`src/casp_defs.svh`:
```
// offsets, field positions, reset values and timing counts for the serial port
`ifndef CASP_DEFS_SVH
`define CASP_DEFS_SVH

`define CASP_WORD_W        16
`define CASP_NUM_REGS      8
`define CASP_REG_RESET     8'h00

`define CASP_OFF_SERIAL    3'h0
`define CASP_OFF_CLOCK     3'h1
`define CASP_OFF_REFPWR    3'h2
`define CASP_OFF_GAIN1     3'h3
`define CASP_OFF_GAIN2     3'h4
`define CASP_OFF_GAIN3     3'h5
`define CASP_OFF_CHAN1     3'h6
`define CASP_OFF_CHAN2     3'h7

`define CASP_BIT_CTRL      15
`define CASP_BIT_READ      14
`define CASP_DEV_HI        13
`define CASP_DEV_LO        11
`define CASP_REG_HI        10
`define CASP_REG_LO        8
`define CASP_DAT_HI        7

`define CASP_A_SAMPLE_SEL  0
`define CASP_A_MIXED       1
`define CASP_A_SOFT_RESET  7
`define CASP_B_DR_LO       0
`define CASP_B_SCD_LO      2
`define CASP_B_MCD_LO      4

`define CASP_FULL_SCALE    16'h7fff
`define CASP_CLK_NS        100
`define CASP_HALF_BASE     4
`define CASP_SAMPLE_BASE   256

`endif

```
`src/casp_pkg.sv`:
```
// shared types of the cascadable sample serial link
package casp_pkg;
  typedef logic [15:0] casp_word_t;
  typedef logic [7:0]  casp_byte_t;
  typedef enum logic [0:0] {CASP_TX_IDLE, CASP_TX_SEND} casp_tx_e;
endpackage : casp_pkg

```
`src/casp_clk_div.sv`:
```
// master clock divider and serial clock generator
`timescale 1ns/1ps
`include "casp_defs.svh"
module casp_clk_div import casp_pkg::*; #(
  parameter int HALF_BASE = `CASP_HALF_BASE
) (
  input  wire logic       ref_clk,
  input  wire logic       rst_b,
  input  wire logic [2:0] mcd,
  input  wire logic [1:0] scd,
  output logic            dm_tick_q,
  output logic            sclk_q,
  output logic            rise_q,
  output logic            fall_q
);
  generate
    if (HALF_BASE < 2 || HALF_BASE > 16) begin : g_bad
      $error("casp_clk_div: HALF_BASE out of range");
    end
  endgenerate

  logic [2:0] mc_q;
  logic [7:0] hc_q;
  logic [7:0] half_len;

  // codes above the five valid dividers fall back to divide by one
  function automatic logic [2:0] casp_mdiv_last(input logic [2:0] code);
    casp_mdiv_last = (code > 3'h4) ? 3'h0 : code;
  endfunction : casp_mdiv_last

  assign half_len = 8'(HALF_BASE) << scd;

  always_ff @(posedge ref_clk or negedge rst_b) begin // [RULE_09]
    if (!rst_b) begin
      mc_q      <= 3'h0;
      dm_tick_q <= 1'b0;
    end else if (mc_q >= casp_mdiv_last(mcd)) begin
      mc_q      <= 3'h0;
      dm_tick_q <= 1'b1;
    end else begin
      mc_q      <= mc_q + 3'h1;
      dm_tick_q <= 1'b0;
    end
  end

  // serial clock half period is HALF_BASE internal ticks times 1,2,4,8
  always_ff @(posedge ref_clk or negedge rst_b) begin // [RULE_10]
    if (!rst_b) begin
      hc_q   <= 8'h00;
      sclk_q <= 1'b0;
      rise_q <= 1'b0;
      fall_q <= 1'b0;
    end else begin
      rise_q <= 1'b0;
      fall_q <= 1'b0;
      if (dm_tick_q) begin
        if (hc_q >= half_len - 8'h01) begin
          hc_q   <= 8'h00;
          sclk_q <= !sclk_q;
          rise_q <= !sclk_q;
          fall_q <= sclk_q;
        end else begin
          hc_q <= hc_q + 8'h01;
        end
      end
    end
  end
endmodule : casp_clk_div

```
`src/casp_ctl_regs.sv`:
```
// eight 8-bit control registers with software reset
`timescale 1ns/1ps
`include "casp_defs.svh"
module casp_ctl_regs import casp_pkg::*; (
  input  wire logic       ref_clk,
  input  wire logic       rst_b,
  input  wire logic       wr_en,
  input  wire logic [2:0] wr_addr,
  input  wire casp_byte_t wr_data,
  output logic [63:0]     regs_q
);
  logic soft_rst;

  // the reset bit never sticks: a write that sets it clears every register
  assign soft_rst = wr_en && (wr_addr == `CASP_OFF_SERIAL)
                    && wr_data[`CASP_A_SOFT_RESET];

  always_ff @(posedge ref_clk or negedge rst_b) begin // [RULE_11]
    if (!rst_b) begin
      regs_q <= {`CASP_NUM_REGS{`CASP_REG_RESET}};
    end else if (soft_rst) begin
      regs_q <= {`CASP_NUM_REGS{`CASP_REG_RESET}};
    end else if (wr_en) begin
      regs_q[wr_addr*8 +: 8] <= wr_data;
    end
  end
endmodule : casp_ctl_regs

```
`src/casp_serial_port.sv`:
```
// serial port and control word interpreter of the sampling front end
// Operation
// RULE_01: up to eight devices chained to one host
// RULE_02: program mode reads and writes control registers
// RULE_03: data mode ignores input, sends samples only
// RULE_04: mixed mode: msb flags control or sample
// RULE_05: one 16-bit register shifts both directions
// RULE_06: sample event overwrites the shift register
// RULE_07: host writes after sample shifting begins
// RULE_08: serial rate bounds words per sample interval
// RULE_09: master clock divided by one to five
// RULE_10: serial clock is internal clock over 1,2,4,8
// RULE_11: eight 8-bit registers, reset to zero
// RULE_12: host programs first two registers identically everywhere
// RULE_13: registers update on serial clock falling edge
// RULE_14: control word field layout fixed
// RULE_15: msb high marks control, low invalid
// RULE_16: write when read bit low, address zero
// RULE_17: read copies register into outgoing word
// RULE_18: nonzero address decremented and forwarded
// RULE_19: both directions msb first at serial rate
// RULE_20: device is master, starts every frame
// RULE_21: 16-bit samples left shifted, clamp 0x7fff
// RULE_22: decode only after all sixteen bits
`timescale 1ns/1ps
`include "casp_defs.svh"
module casp_serial_port import casp_pkg::*; #(
  parameter int SAMPLE_BASE = `CASP_SAMPLE_BASE,
  parameter int HALF_BASE   = `CASP_HALF_BASE
) (
  input  wire logic        ref_clk,
  input  wire logic        rst_b,
  input  wire logic        sdi,
  input  wire logic        sdifs,
  input  wire logic [14:0] adc_sample,
  input  wire logic        adc_over,
  output logic             sclk,
  output logic             sdo,
  output logic             sdofs,
  output logic [47:0]      analog_ctrl
);
  generate
    if (SAMPLE_BASE < 32 || SAMPLE_BASE > 512) begin : g_bad
      $error("casp_serial_port: SAMPLE_BASE out of range");
    end
  endgenerate

  logic        dm_tick;
  logic        rise;
  logic        fall;
  logic [63:0] regs;
  logic [7:0]  reg_serial;
  logic [7:0]  reg_clock;
  logic        sample_sel;
  logic        mixed_traffic_enable;
  logic        rx_allowed;
  logic        sdi_m_q;
  logic        sdi_s_q;
  logic        sdifs_m_q;
  logic        sdifs_s_q;
  casp_word_t  shift_q;
  casp_word_t  rx_word;
  casp_word_t  sample_word;
  logic        rx_act_q;
  logic [3:0]  rx_cnt_q;
  logic        rx_bit;
  logic        last_fall;
  logic        is_ctrl;
  logic        addr_zero;
  logic        wr_en;
  logic        rd_hit;
  logic        fwd_hit;
  casp_tx_e    tx_st_q;
  logic [3:0]  tx_cnt_q;
  logic        start_tx;
  logic        send_req_q;
  logic [11:0] smp_cnt_q;
  logic        smp_evt_q;
  logic        sclk_int;

  assign reg_serial           = regs[7:0];
  assign reg_clock            = regs[15:8];
  assign sample_sel           = reg_serial[`CASP_A_SAMPLE_SEL];
  assign mixed_traffic_enable = reg_serial[`CASP_A_MIXED];
  // only pure sample mode shuts the input side
  assign rx_allowed = !sample_sel || mixed_traffic_enable; // [RULE_03]

  function automatic casp_byte_t casp_pick(input logic [63:0] r,
                                           input logic [2:0]  a);
    casp_pick = r[a*8 +: 8];
  endfunction : casp_pick

  // sample interval: base ticks times 8,4,2,1 by decimation code
  function automatic logic [11:0] casp_smp_len(input logic [1:0] dr);
    casp_smp_len = 12'(SAMPLE_BASE) << (2'h3 - dr);
  endfunction : casp_smp_len

  casp_clk_div #(
    .HALF_BASE (HALF_BASE)
  ) u_clk (
    .ref_clk   (ref_clk),
    .rst_b     (rst_b),
    .mcd       (reg_clock[`CASP_B_MCD_LO +: 3]),
    .scd       (reg_clock[`CASP_B_SCD_LO +: 2]),
    .dm_tick_q (dm_tick),
    .sclk_q    (sclk_int),
    .rise_q    (rise),
    .fall_q    (fall)
  );

  casp_ctl_regs u_regs (
    .ref_clk (ref_clk),
    .rst_b   (rst_b),
    .wr_en   (wr_en),
    .wr_addr (rx_word[`CASP_REG_HI:`CASP_REG_LO]),
    .wr_data (rx_word[`CASP_DAT_HI:0]),
    .regs_q  (regs)
  );

  // serial pin inputs sdi and sdifs cross in through two flops before any use
  always_ff @(posedge ref_clk or negedge rst_b) begin
    if (!rst_b) begin
      sdi_m_q   <= 1'b0;
      sdi_s_q   <= 1'b0;
      sdifs_m_q <= 1'b0;
      sdifs_s_q <= 1'b0;
    end else begin
      sdi_m_q   <= sdi;
      sdi_s_q   <= sdi_m_q;
      sdifs_m_q <= sdifs;
      sdifs_s_q <= sdifs_m_q;
    end
  end

  always_ff @(posedge ref_clk or negedge rst_b) begin
    if (!rst_b) begin
      sclk        <= 1'b0;
      analog_ctrl <= 48'h0;
    end else begin
      sclk        <= sclk_int;
      analog_ctrl <= regs[63:16];
    end
  end

  // mixed mode gives up the lsb so the msb can carry the data flag
  always_comb begin // [RULE_21] [RULE_04]
    if (mixed_traffic_enable) begin
      sample_word = adc_over ? `CASP_FULL_SCALE : {1'b0, adc_sample};
    end else begin
      sample_word = adc_over ? `CASP_FULL_SCALE : {adc_sample, 1'b0};
    end
  end

  always_ff @(posedge ref_clk or negedge rst_b) begin // [RULE_08]
    if (!rst_b) begin
      smp_cnt_q <= 12'h000;
      smp_evt_q <= 1'b0;
    end else begin
      smp_evt_q <= 1'b0;
      if (dm_tick) begin
        if (smp_cnt_q >= casp_smp_len(reg_clock[`CASP_B_DR_LO +: 2])
                         - 12'h001) begin
          smp_cnt_q <= 12'h000;
          smp_evt_q <= 1'b1;
        end else begin
          smp_cnt_q <= smp_cnt_q + 12'h001;
        end
      end
    end
  end

  // receive framing: the incoming frame sync marks the first bit
  assign rx_bit    = fall && rx_allowed && (rx_act_q || sdifs_s_q);
  assign rx_word   = {shift_q[14:0], sdi_s_q};
  assign last_fall = fall && rx_allowed && rx_act_q
                     && (rx_cnt_q == 4'hf); // [RULE_22]
  assign is_ctrl   = rx_word[`CASP_BIT_CTRL]; // [RULE_15]
  assign addr_zero = rx_word[`CASP_DEV_HI:`CASP_DEV_LO] == 3'h0; // [RULE_14]
  assign wr_en     = last_fall && is_ctrl && addr_zero
                     && !rx_word[`CASP_BIT_READ]; // [RULE_16] [RULE_13]
  assign rd_hit    = last_fall && is_ctrl && addr_zero
                     && rx_word[`CASP_BIT_READ]; // [RULE_17] [RULE_02]
  assign fwd_hit   = last_fall && is_ctrl && !addr_zero; // [RULE_18] [RULE_01]

  always_ff @(posedge ref_clk or negedge rst_b) begin
    if (!rst_b) begin
      rx_act_q <= 1'b0;
      rx_cnt_q <= 4'h0;
    end else if (last_fall) begin
      rx_act_q <= 1'b0;
      rx_cnt_q <= 4'h0;
    end else if (rx_bit) begin
      rx_act_q <= 1'b1;
      rx_cnt_q <= rx_cnt_q + 4'h1;
    end
  end

  // one register serves both directions; a sample event wins over all
  always_ff @(posedge ref_clk or negedge rst_b) begin // [RULE_05]
    if (!rst_b) begin
      shift_q <= 16'h0000;
    end else if (smp_evt_q) begin
      shift_q <= sample_word; // [RULE_06]
    end else if (rd_hit) begin
      shift_q <= {rx_word[15:8],
                  casp_pick(regs, rx_word[`CASP_REG_HI:`CASP_REG_LO])};
    end else if (fwd_hit) begin
      shift_q <= {rx_word[15:14],
                  rx_word[`CASP_DEV_HI:`CASP_DEV_LO] - 3'h1,
                  rx_word[10:0]};
    end else if (fall && (rx_bit || tx_st_q == CASP_TX_SEND)) begin
      shift_q <= rx_word; // [RULE_19]
    end
  end

  // a reply or forward raised while a frame is out goes in the next one
  always_ff @(posedge ref_clk or negedge rst_b) begin // [RULE_20]
    if (!rst_b) begin
      send_req_q <= 1'b0;
    end else if (smp_evt_q || rd_hit || fwd_hit) begin
      send_req_q <= 1'b1;
    end else if (start_tx) begin
      send_req_q <= 1'b0;
    end
  end

  assign start_tx = rise && send_req_q && (tx_st_q == CASP_TX_IDLE);

  always_ff @(posedge ref_clk or negedge rst_b) begin
    if (!rst_b) begin
      tx_st_q  <= CASP_TX_IDLE;
      tx_cnt_q <= 4'h0;
      sdo      <= 1'b0;
      sdofs    <= 1'b0;
    end else begin
      case (tx_st_q)
        CASP_TX_IDLE: begin
          if (start_tx) begin
            tx_st_q  <= CASP_TX_SEND;
            tx_cnt_q <= 4'h0;
            sdo      <= shift_q[15];
            sdofs    <= 1'b1;
          end
        end
        CASP_TX_SEND: begin
          if (rise) begin
            sdo   <= shift_q[15]; // [RULE_19]
            sdofs <= 1'b0;
          end
          if (fall) begin
            tx_cnt_q <= tx_cnt_q + 4'h1;
            if (tx_cnt_q == 4'hf) begin
              tx_st_q <= CASP_TX_IDLE;
            end
          end
        end
        default: begin
          tx_st_q <= CASP_TX_IDLE;
        end
      endcase
    end
  end
endmodule : casp_serial_port

```
`config.mk`:
```
export PLATFORM = sky130hd
export DESIGN_NAME = casp_serial_port
export DESIGN_NICKNAME = d
export VERILOG_FILES = /design/src/casp_pkg.sv /design/src/casp_clk_div.sv /design/src/casp_ctl_regs.sv /design/src/casp_serial_port.sv
export VERILOG_INCLUDE_DIRS = /design/src
export SDC_FILE = /design/constraint.sdc
export NUM_CORES = 1
export LEC_CHECK = 0
export ABC_AREA = 1
export BUFFER_PORTS_ARGS = -buffer_cell sky130_fd_sc_hd__buf_4
export CAP_MARGIN = 20
export CORE_MARGIN = 8
export CORE_UTILIZATION = 50
export DETAILED_ROUTE_END_ITERATION = 8
export PLACE_DENSITY = 0.81
export SLEW_MARGIN = 20
export SYNTH_ARGS = -nofsm -noshare
export SYNTH_HDL_FRONTEND = slang
export SYNTH_HIERARCHICAL = 1
export SYNTH_SLANG_ARGS = --single-unit
```
`constraint.sdc`:
```
create_clock -name ref_clk -period 1.82 [get_ports ref_clk]
set_clock_uncertainty 0.05 [all_clocks]
set_input_delay 0.364 -clock ref_clk [delete_from_list [all_inputs] [get_ports ref_clk]]
set_output_delay 0.364 -clock ref_clk [all_outputs]
set_load 0.02 [all_outputs]
```
==> impl_metrics.tcl, run 1 <==
set metrics [dict create \
    status "finished with violations" \
    violations "setup timing" \
    finalWirelength_um 24100 \
    fp.dieW_um 148 \
    ff2ff_path_depth 12 \
    grt_pass1_vias 7323 \
    rsz0062_at_grt "yes" \
    pwr-share-clk 0.259 \
    num-nets-final 1179 \
    die_area_um2 21900 \
    cts_tree "yes" \
    synth_seq_area_share 0.499 \
    via_count 7837 \
    synth_top_area_share 0.499 \
    fin_ws_ps -168 \
    ios 71 \
    switchingPower_mw 5.68 \
    period_needed_ps 1990 \
    final_hold_viol_count 0 \
    yosys_warnings 6 \
    place_ws_ps -143 \
    async_reset_ff_frac 1.00 \
    start_kind "flip-flop" \
    synth_edf_count 0 \
    gr-total-overflow 0 \
    ctsLongestPathBuffers 2 \
    switching_share 0.415 \
    die_h_um 148 \
    finalCritPeriodShare 1.09 \
    ys_top_cells_by_count "nand2_1 (289), dfrtp_1 (174), nand3_1 (138), nor2_1 (90), inv_1 (72)" \
    firstDrtPassIters 7 \
    hpwlAfterDp_um 16300 \
    drt_iter0_drc 954 \
    cts_root_buf "clkbuf_16" \
    drive_above_1_share 0.264 \
    critPathCaptureType "flip-flop" \
    yosys-top-cells-area "dfrtp_1 (50%), nand2_1 (12%), nand3_1 (7.9%)" \
    total_power_mw 13.7 \
    yosysUniqueCellTypes 48 \
    grt_pass1_wl_um 37200 \
    wl_per_cell_um 17.5 \
    cell_internal_pwr_mw 8.01 \
    power.leakage_nw 5.66 \
    synth_cells 1015 \
    start_util 0.508 \
    ir_worst_vdd_mv 0.936 \
    critPathArrivalTime_ps 2270 \
    clk_latency_ps 440 \
    grtUsageTotal 0.213 \
    finalSetupViolCount 62 \
    routed_via_density 5.70 \
    synthFlopType "dfrtp_1" \
    power_frac_comb 0.399 \
    post_synth.cell_area_avg_um2 8.59 \
    whs_path_depth 3 \
    crit_fanout 10 \
    p_seq_frac 0.342 \
    area_delta_synth_final_pct 27.2 \
    place_congestion 0.969 \
    port_buffers 70 \
    critPathKind "reg -> reg" \
    drc 0 \
    htree_levels 4 \
    p_per_area_nw_per_um2 1230 \
    core.rowCount 48 \
    path_clk_slew_ps 70 \
    antenna_left 0 \
    core_um2 17200 \
    yosysTopAreaCell "dfrtp_1" \
    synth.cell_area_um2 8720 \
    yosysMostFrequentCell "nand2_1" \
    slew_violations 0 \
    cp.required_ps 2100 \
    grt_max_degree 46 \
    antenna_cells 0 \
    ys_seq_elements 174 \
    maxCapViolations 0 \
    cts_sinks 174 \
    syn_nets 1056 \
    clock.fmax_ghz 0.503 \
    holdWs_ps 222 \
    antenna_found_initial 0 \
    numCtsBuffers 17 \
    min_path_type "in -> reg" \
]
cell type report:
cell class,count,area [µm²]
clock buffer,17,425
clock inverter,15,156
fill,1330,6080
inverter,83,329
multi-input combinational,717,4170
sequential,174,4350
tap,225,282
timing repair buffer,145,1380
kinds of logic (layout without fill, tap and decap cells):
logic type      count (synthesis)  count (layout)  synth area share
compound gates                 98              98            0.0793
xor+xnor                        9               9           0.00904
fa+ha+maj                      21              21            0.0301
buf+inv                       125             260            0.0641
flops                         174             174             0.499
other cells                     2               2          0.000861
simple gates                  586             587             0.317
per-stage QoR:
step / std cells / instance area, µm² / util / TNS, ps
5_1_grt: 1376 / 11100 / 0.646 / -8490
3_5_place_dp: 1321 / 9850 / 0.573 / -6050
6_report: 1376 / 11100 / 0.646 / -4340
4_1_cts: 1367 / 10800 / 0.629 / -1460
3_3_place_gp: 1321 / 9850 / 0.573 / -1120
2_1_floorplan: 1015 / 8810 / - / -2340
cells in the final DEF, fill, tap and decap left out, drive strengths merged, types with 11 or more instances in the layout:
| cell | instances |
|---|---|
| nand4 | 23 |
| a21oi | 19 |
| inv | 86 |
| o21ai | 22 |
| nor2 | 105 |
| clkbuf | 20 |
| clkinv | 11 |
| nand3 | 146 |
| nand2 | 302 |
| o211ai | 34 |
| buf | 139 |
| dfrtp | 174 |
| ha | 21 |
power groups by stage:
stage          registers [mW]  logic [mW]  clock network (mW)
3_5_place_dp             4.72        4.48                   0
3_3_place_gp             4.70        4.39                   0
5_1_grt                  4.70        5.87                3.72
2_1_floorplan            4.60        3.29                   0
6_report                 4.68        5.47                3.54
4_1_cts                  4.65        4.97                3.59
flip-flops by register name, summed over array words and instances (netlist names), 3 cells and up:
name and count:
analog_ctrl 48, rx_cnt_q 4, shift_q 16, smp_cnt_q 12, tx_cnt_q 4, u_clk/hc_q 8
u_clk/mc_q 3, u_regs/regs_q 64
layer usage:
| metal | vias up | global-route usage | routed length, µm |
|---|---|---|---|
| met5 | - | 0 | 0 |
| met4 | 0 | 0.0790 | 680 |
| met3 | 75 | 0.0535 | 2230 |
| met2 | 439 | 0.347 | 11600 |
| met1 | 3723 | 0.269 | 9550 |
| li1 | 3600 | - | - |
critical path, stage by stage, from the launching register on:
cell and delay [ps]:
dfrtp_1 370, ha_2 200, nand2_2 70, nor2_4 120, nand4_4 100, nor2_4 180
nand3_4 140, buf_12 210, buf_8 140, nand3_2 80, nor2_1 50, nand2_1 90
nand2_1 60
worst paths after layout:
kind	start	endpoint	slack, ps
max	rx_cnt_q[1]	u_regs/regs_q[39]	-170
min	adc_sample[14]	shift_q[15]	220
max reg2reg	rx_cnt_q[1]	u_regs/regs_q[39]	-170
min reg2reg	sdi_m_q	sdi_s_q	300
max in group asynchronous	rst_b	u_regs/regs_q[51]	830
min in group asynchronous	rst_b	u_clk/hc_q[0]	370
repair_timing:
action                                  4_1_cts  5_1_grt
resized for setup                            52       51
pin swaps                                    24       35
buffers inserted                              8        7
gates cloned                                  3        3
endpoints found under the setup margin       80       86
hold buffers                                  3        0
hold endpoints to repair                     35        0
No activity file was read; power rests on OpenSTA's default activity.
==> inputs of run 2 (changes only) <==
Settings changed: REMOVE_ABC_BUFFERS from default to 1.
==> run 2 against run 1 <==
Effect of this change:
- maximum frequency grew 0.81%
- combinational power shrank 0.7%
- the flow still finishes with violations (setup timing)
- first-iteration DRC count shrank 1.7%
- final area grew 1.2%
- die area is the same
- flip-flop and latch count is the same
==> impl_metrics.tcl, run 2 (synthesis results as in run 1) <==
set metrics [dict create \
    fin_util 0.654 \
    core_um2 17200 \
    finalWirelength_um 25200 \
    crit_fanout 8 \
    rsz0062_at_grt "yes" \
    pwr-share-clk 0.281 \
    clk_latency_ps 450 \
    grtUsageTotal 0.219 \
    switchingPower_mw 5.48 \
    p_per_area_nw_per_um2 1250 \
    final_area_um2 11200 \
    largest_reg_flops 64 \
    critPathArrivalTime_ps 2260 \
    switching_share 0.390 \
    area_delta_synth_final_pct 28.8 \
    port_buffers 70 \
    place_area_um2 9820 \
    core.rowCount 48 \
    num-nets-final 1188 \
    holdWs_ps 238 \
    stdcell_count 1385 \
    maxCapViolations 0 \
    die_h_um 148 \
    mostFrequentLayoutCell "nand2_1" \
    critPathCaptureType "flip-flop" \
    cts_sinks 174 \
    violations "setup timing" \
    drt_iter0_drc 938 \
    firstDrtPassIters 6 \
    numCtsBuffers 17 \
    slew_violations 0 \
    status "finished with violations" \
    via_count 8031 \
    antenna_cells 0 \
    grt_max_degree 48 \
    fp.dieW_um 148 \
    routed_via_density 5.80 \
    wl_per_cell_um 18.2 \
    start_util 0.508 \
    gr-total-overflow 0 \
    cp.required_ps 2100 \
    htree_levels 4 \
    finalSetupViolCount 64 \
    fin_setup_tns_ps -7210 \
    p_seq_frac 0.333 \
    place_congestion 0.984 \
    start_kind "flip-flop" \
    hpwlAfterDp_um 16000 \
    antenna_left 0 \
    final_hold_viol_count 0 \
    ctsLongestPathBuffers 2 \
    ir_worst_vdd_mv 0.810 \
    cts_tree "yes" \
    ios 71 \
    power_frac_comb 0.386 \
    period_needed_ps 1970 \
    finalCritPeriodShare 1.08 \
    power.leakage_nw 5.74 \
    die_area_um2 21900 \
    grt_pass1_vias 7598 \
    cts_root_buf "clkbuf_16" \
    mostFrequentLayoutCells "nand2_1 (272), dfrtp_1 (173), nand3_1 (124), buf_4 (123), nor2_1 (78)" \
    critPathKind "reg -> reg" \
    fin_ws_ps -152 \
    min_path_type "in -> reg" \
    clock.fmax_ghz 0.507 \
    regMostFlops "u_regs/regs_q" \
    antenna_found_initial 0 \
    drc 0 \
    reg_top3 "u_regs/regs_q x64, analog_ctrl x48, shift_q x16" \
    placed_cells 1324 \
    cell_internal_pwr_mw 8.57 \
    drive_above_1_share 0.265 \
    path_clk_slew_ps 70 \
    grt_pass1_wl_um 38200 \
]
## run 2: cell count changes in the layout (fill, tap and decap cells not counted), sizes merged
cell and delta:
clkbuf +3, clkinv -6, bufinv +4, clkinvlp +4, inv -4, buf +8
## run 2: path summary, 6_finish.rpt
check                                    start           endpoint  slack (ps)  cells after the start
max in group asynchronous                rst_b    analog_ctrl[46]         750                      3
worst min-delay path            adc_sample[14]        shift_q[15]         240                      3
worst max-delay path               shift_q[10]  u_regs/regs_q[37]        -150                     11
min in group asynchronous                rst_b      u_clk/hc_q[0]         390                      2
worst max register to register     shift_q[10]  u_regs/regs_q[37]        -150                     11
worst min register to register       sdifs_m_q          sdifs_s_q         300                      0
## run 2: final cells by class
| cell class | instances | area (µm²) |
|---|---|---|
| Multi-Input combinational cell | 717 | 4170 |
| Timing Repair Buffer | 154 | 1470 |
| Clock buffer | 19 | 453 |
| Inverter | 83 | 320 |
| Clock inverter | 13 | 186 |
| Fill cell | 1265 | 5940 |
| Tap cell | 225 | 282 |
| Sequential cell | 174 | 4360 |
## run 2: power groups by stage
stage	clock network [mW]	registers, mW	logic, mW
floorplan	0	4.75	2.78
global placement	0	4.69	4.47
detailed placement	0	4.70	4.56
CTS	3.97	4.65	4.91
global route	4.14	4.71	5.79
finish	3.94	4.68	5.43
## run 2: what timing repair did
item,in CTS,in global routing
hold buffers,3,0
pin swaps,15,19
resized for setup,50,56
endpoints found under the setup margin,71,83
endpoints found under the hold margin,43,0
buffers inserted,7,10
gates cloned,4,5
## run 2: metal layers
layer,GRT usage,part of all wire,vias up
met5,0,0,-
met4,0.125,0.058,0
met3,0.0459,0.067,131
met2,0.360,0.49,426
met1,0.263,0.39,3864
li1,-,-,3610
## run 2: through the flow
step / setup slack (ps) / total power [mW]
2_1_floorplan: -2980 / 7.53
3_3_place_gp: -248 / 9.16
3_5_place_dp: -345 / 9.25
4_1_cts: -115 / 13.5
5_1_grt: -196 / 14.6
6_report: -152 / 14.0
## run 2: worst max-delay path, stage by stage, from the launching register on
cell and delay (ps):
dfrtp_1 390, inv_2 90, ha_4 150, ha_4 140, nand4_4 130, nor2_4 170, nand3_4 120, buf_12 170
buf_4 140, clkbuf_16 150, nand3_1 100, nand2_1 70
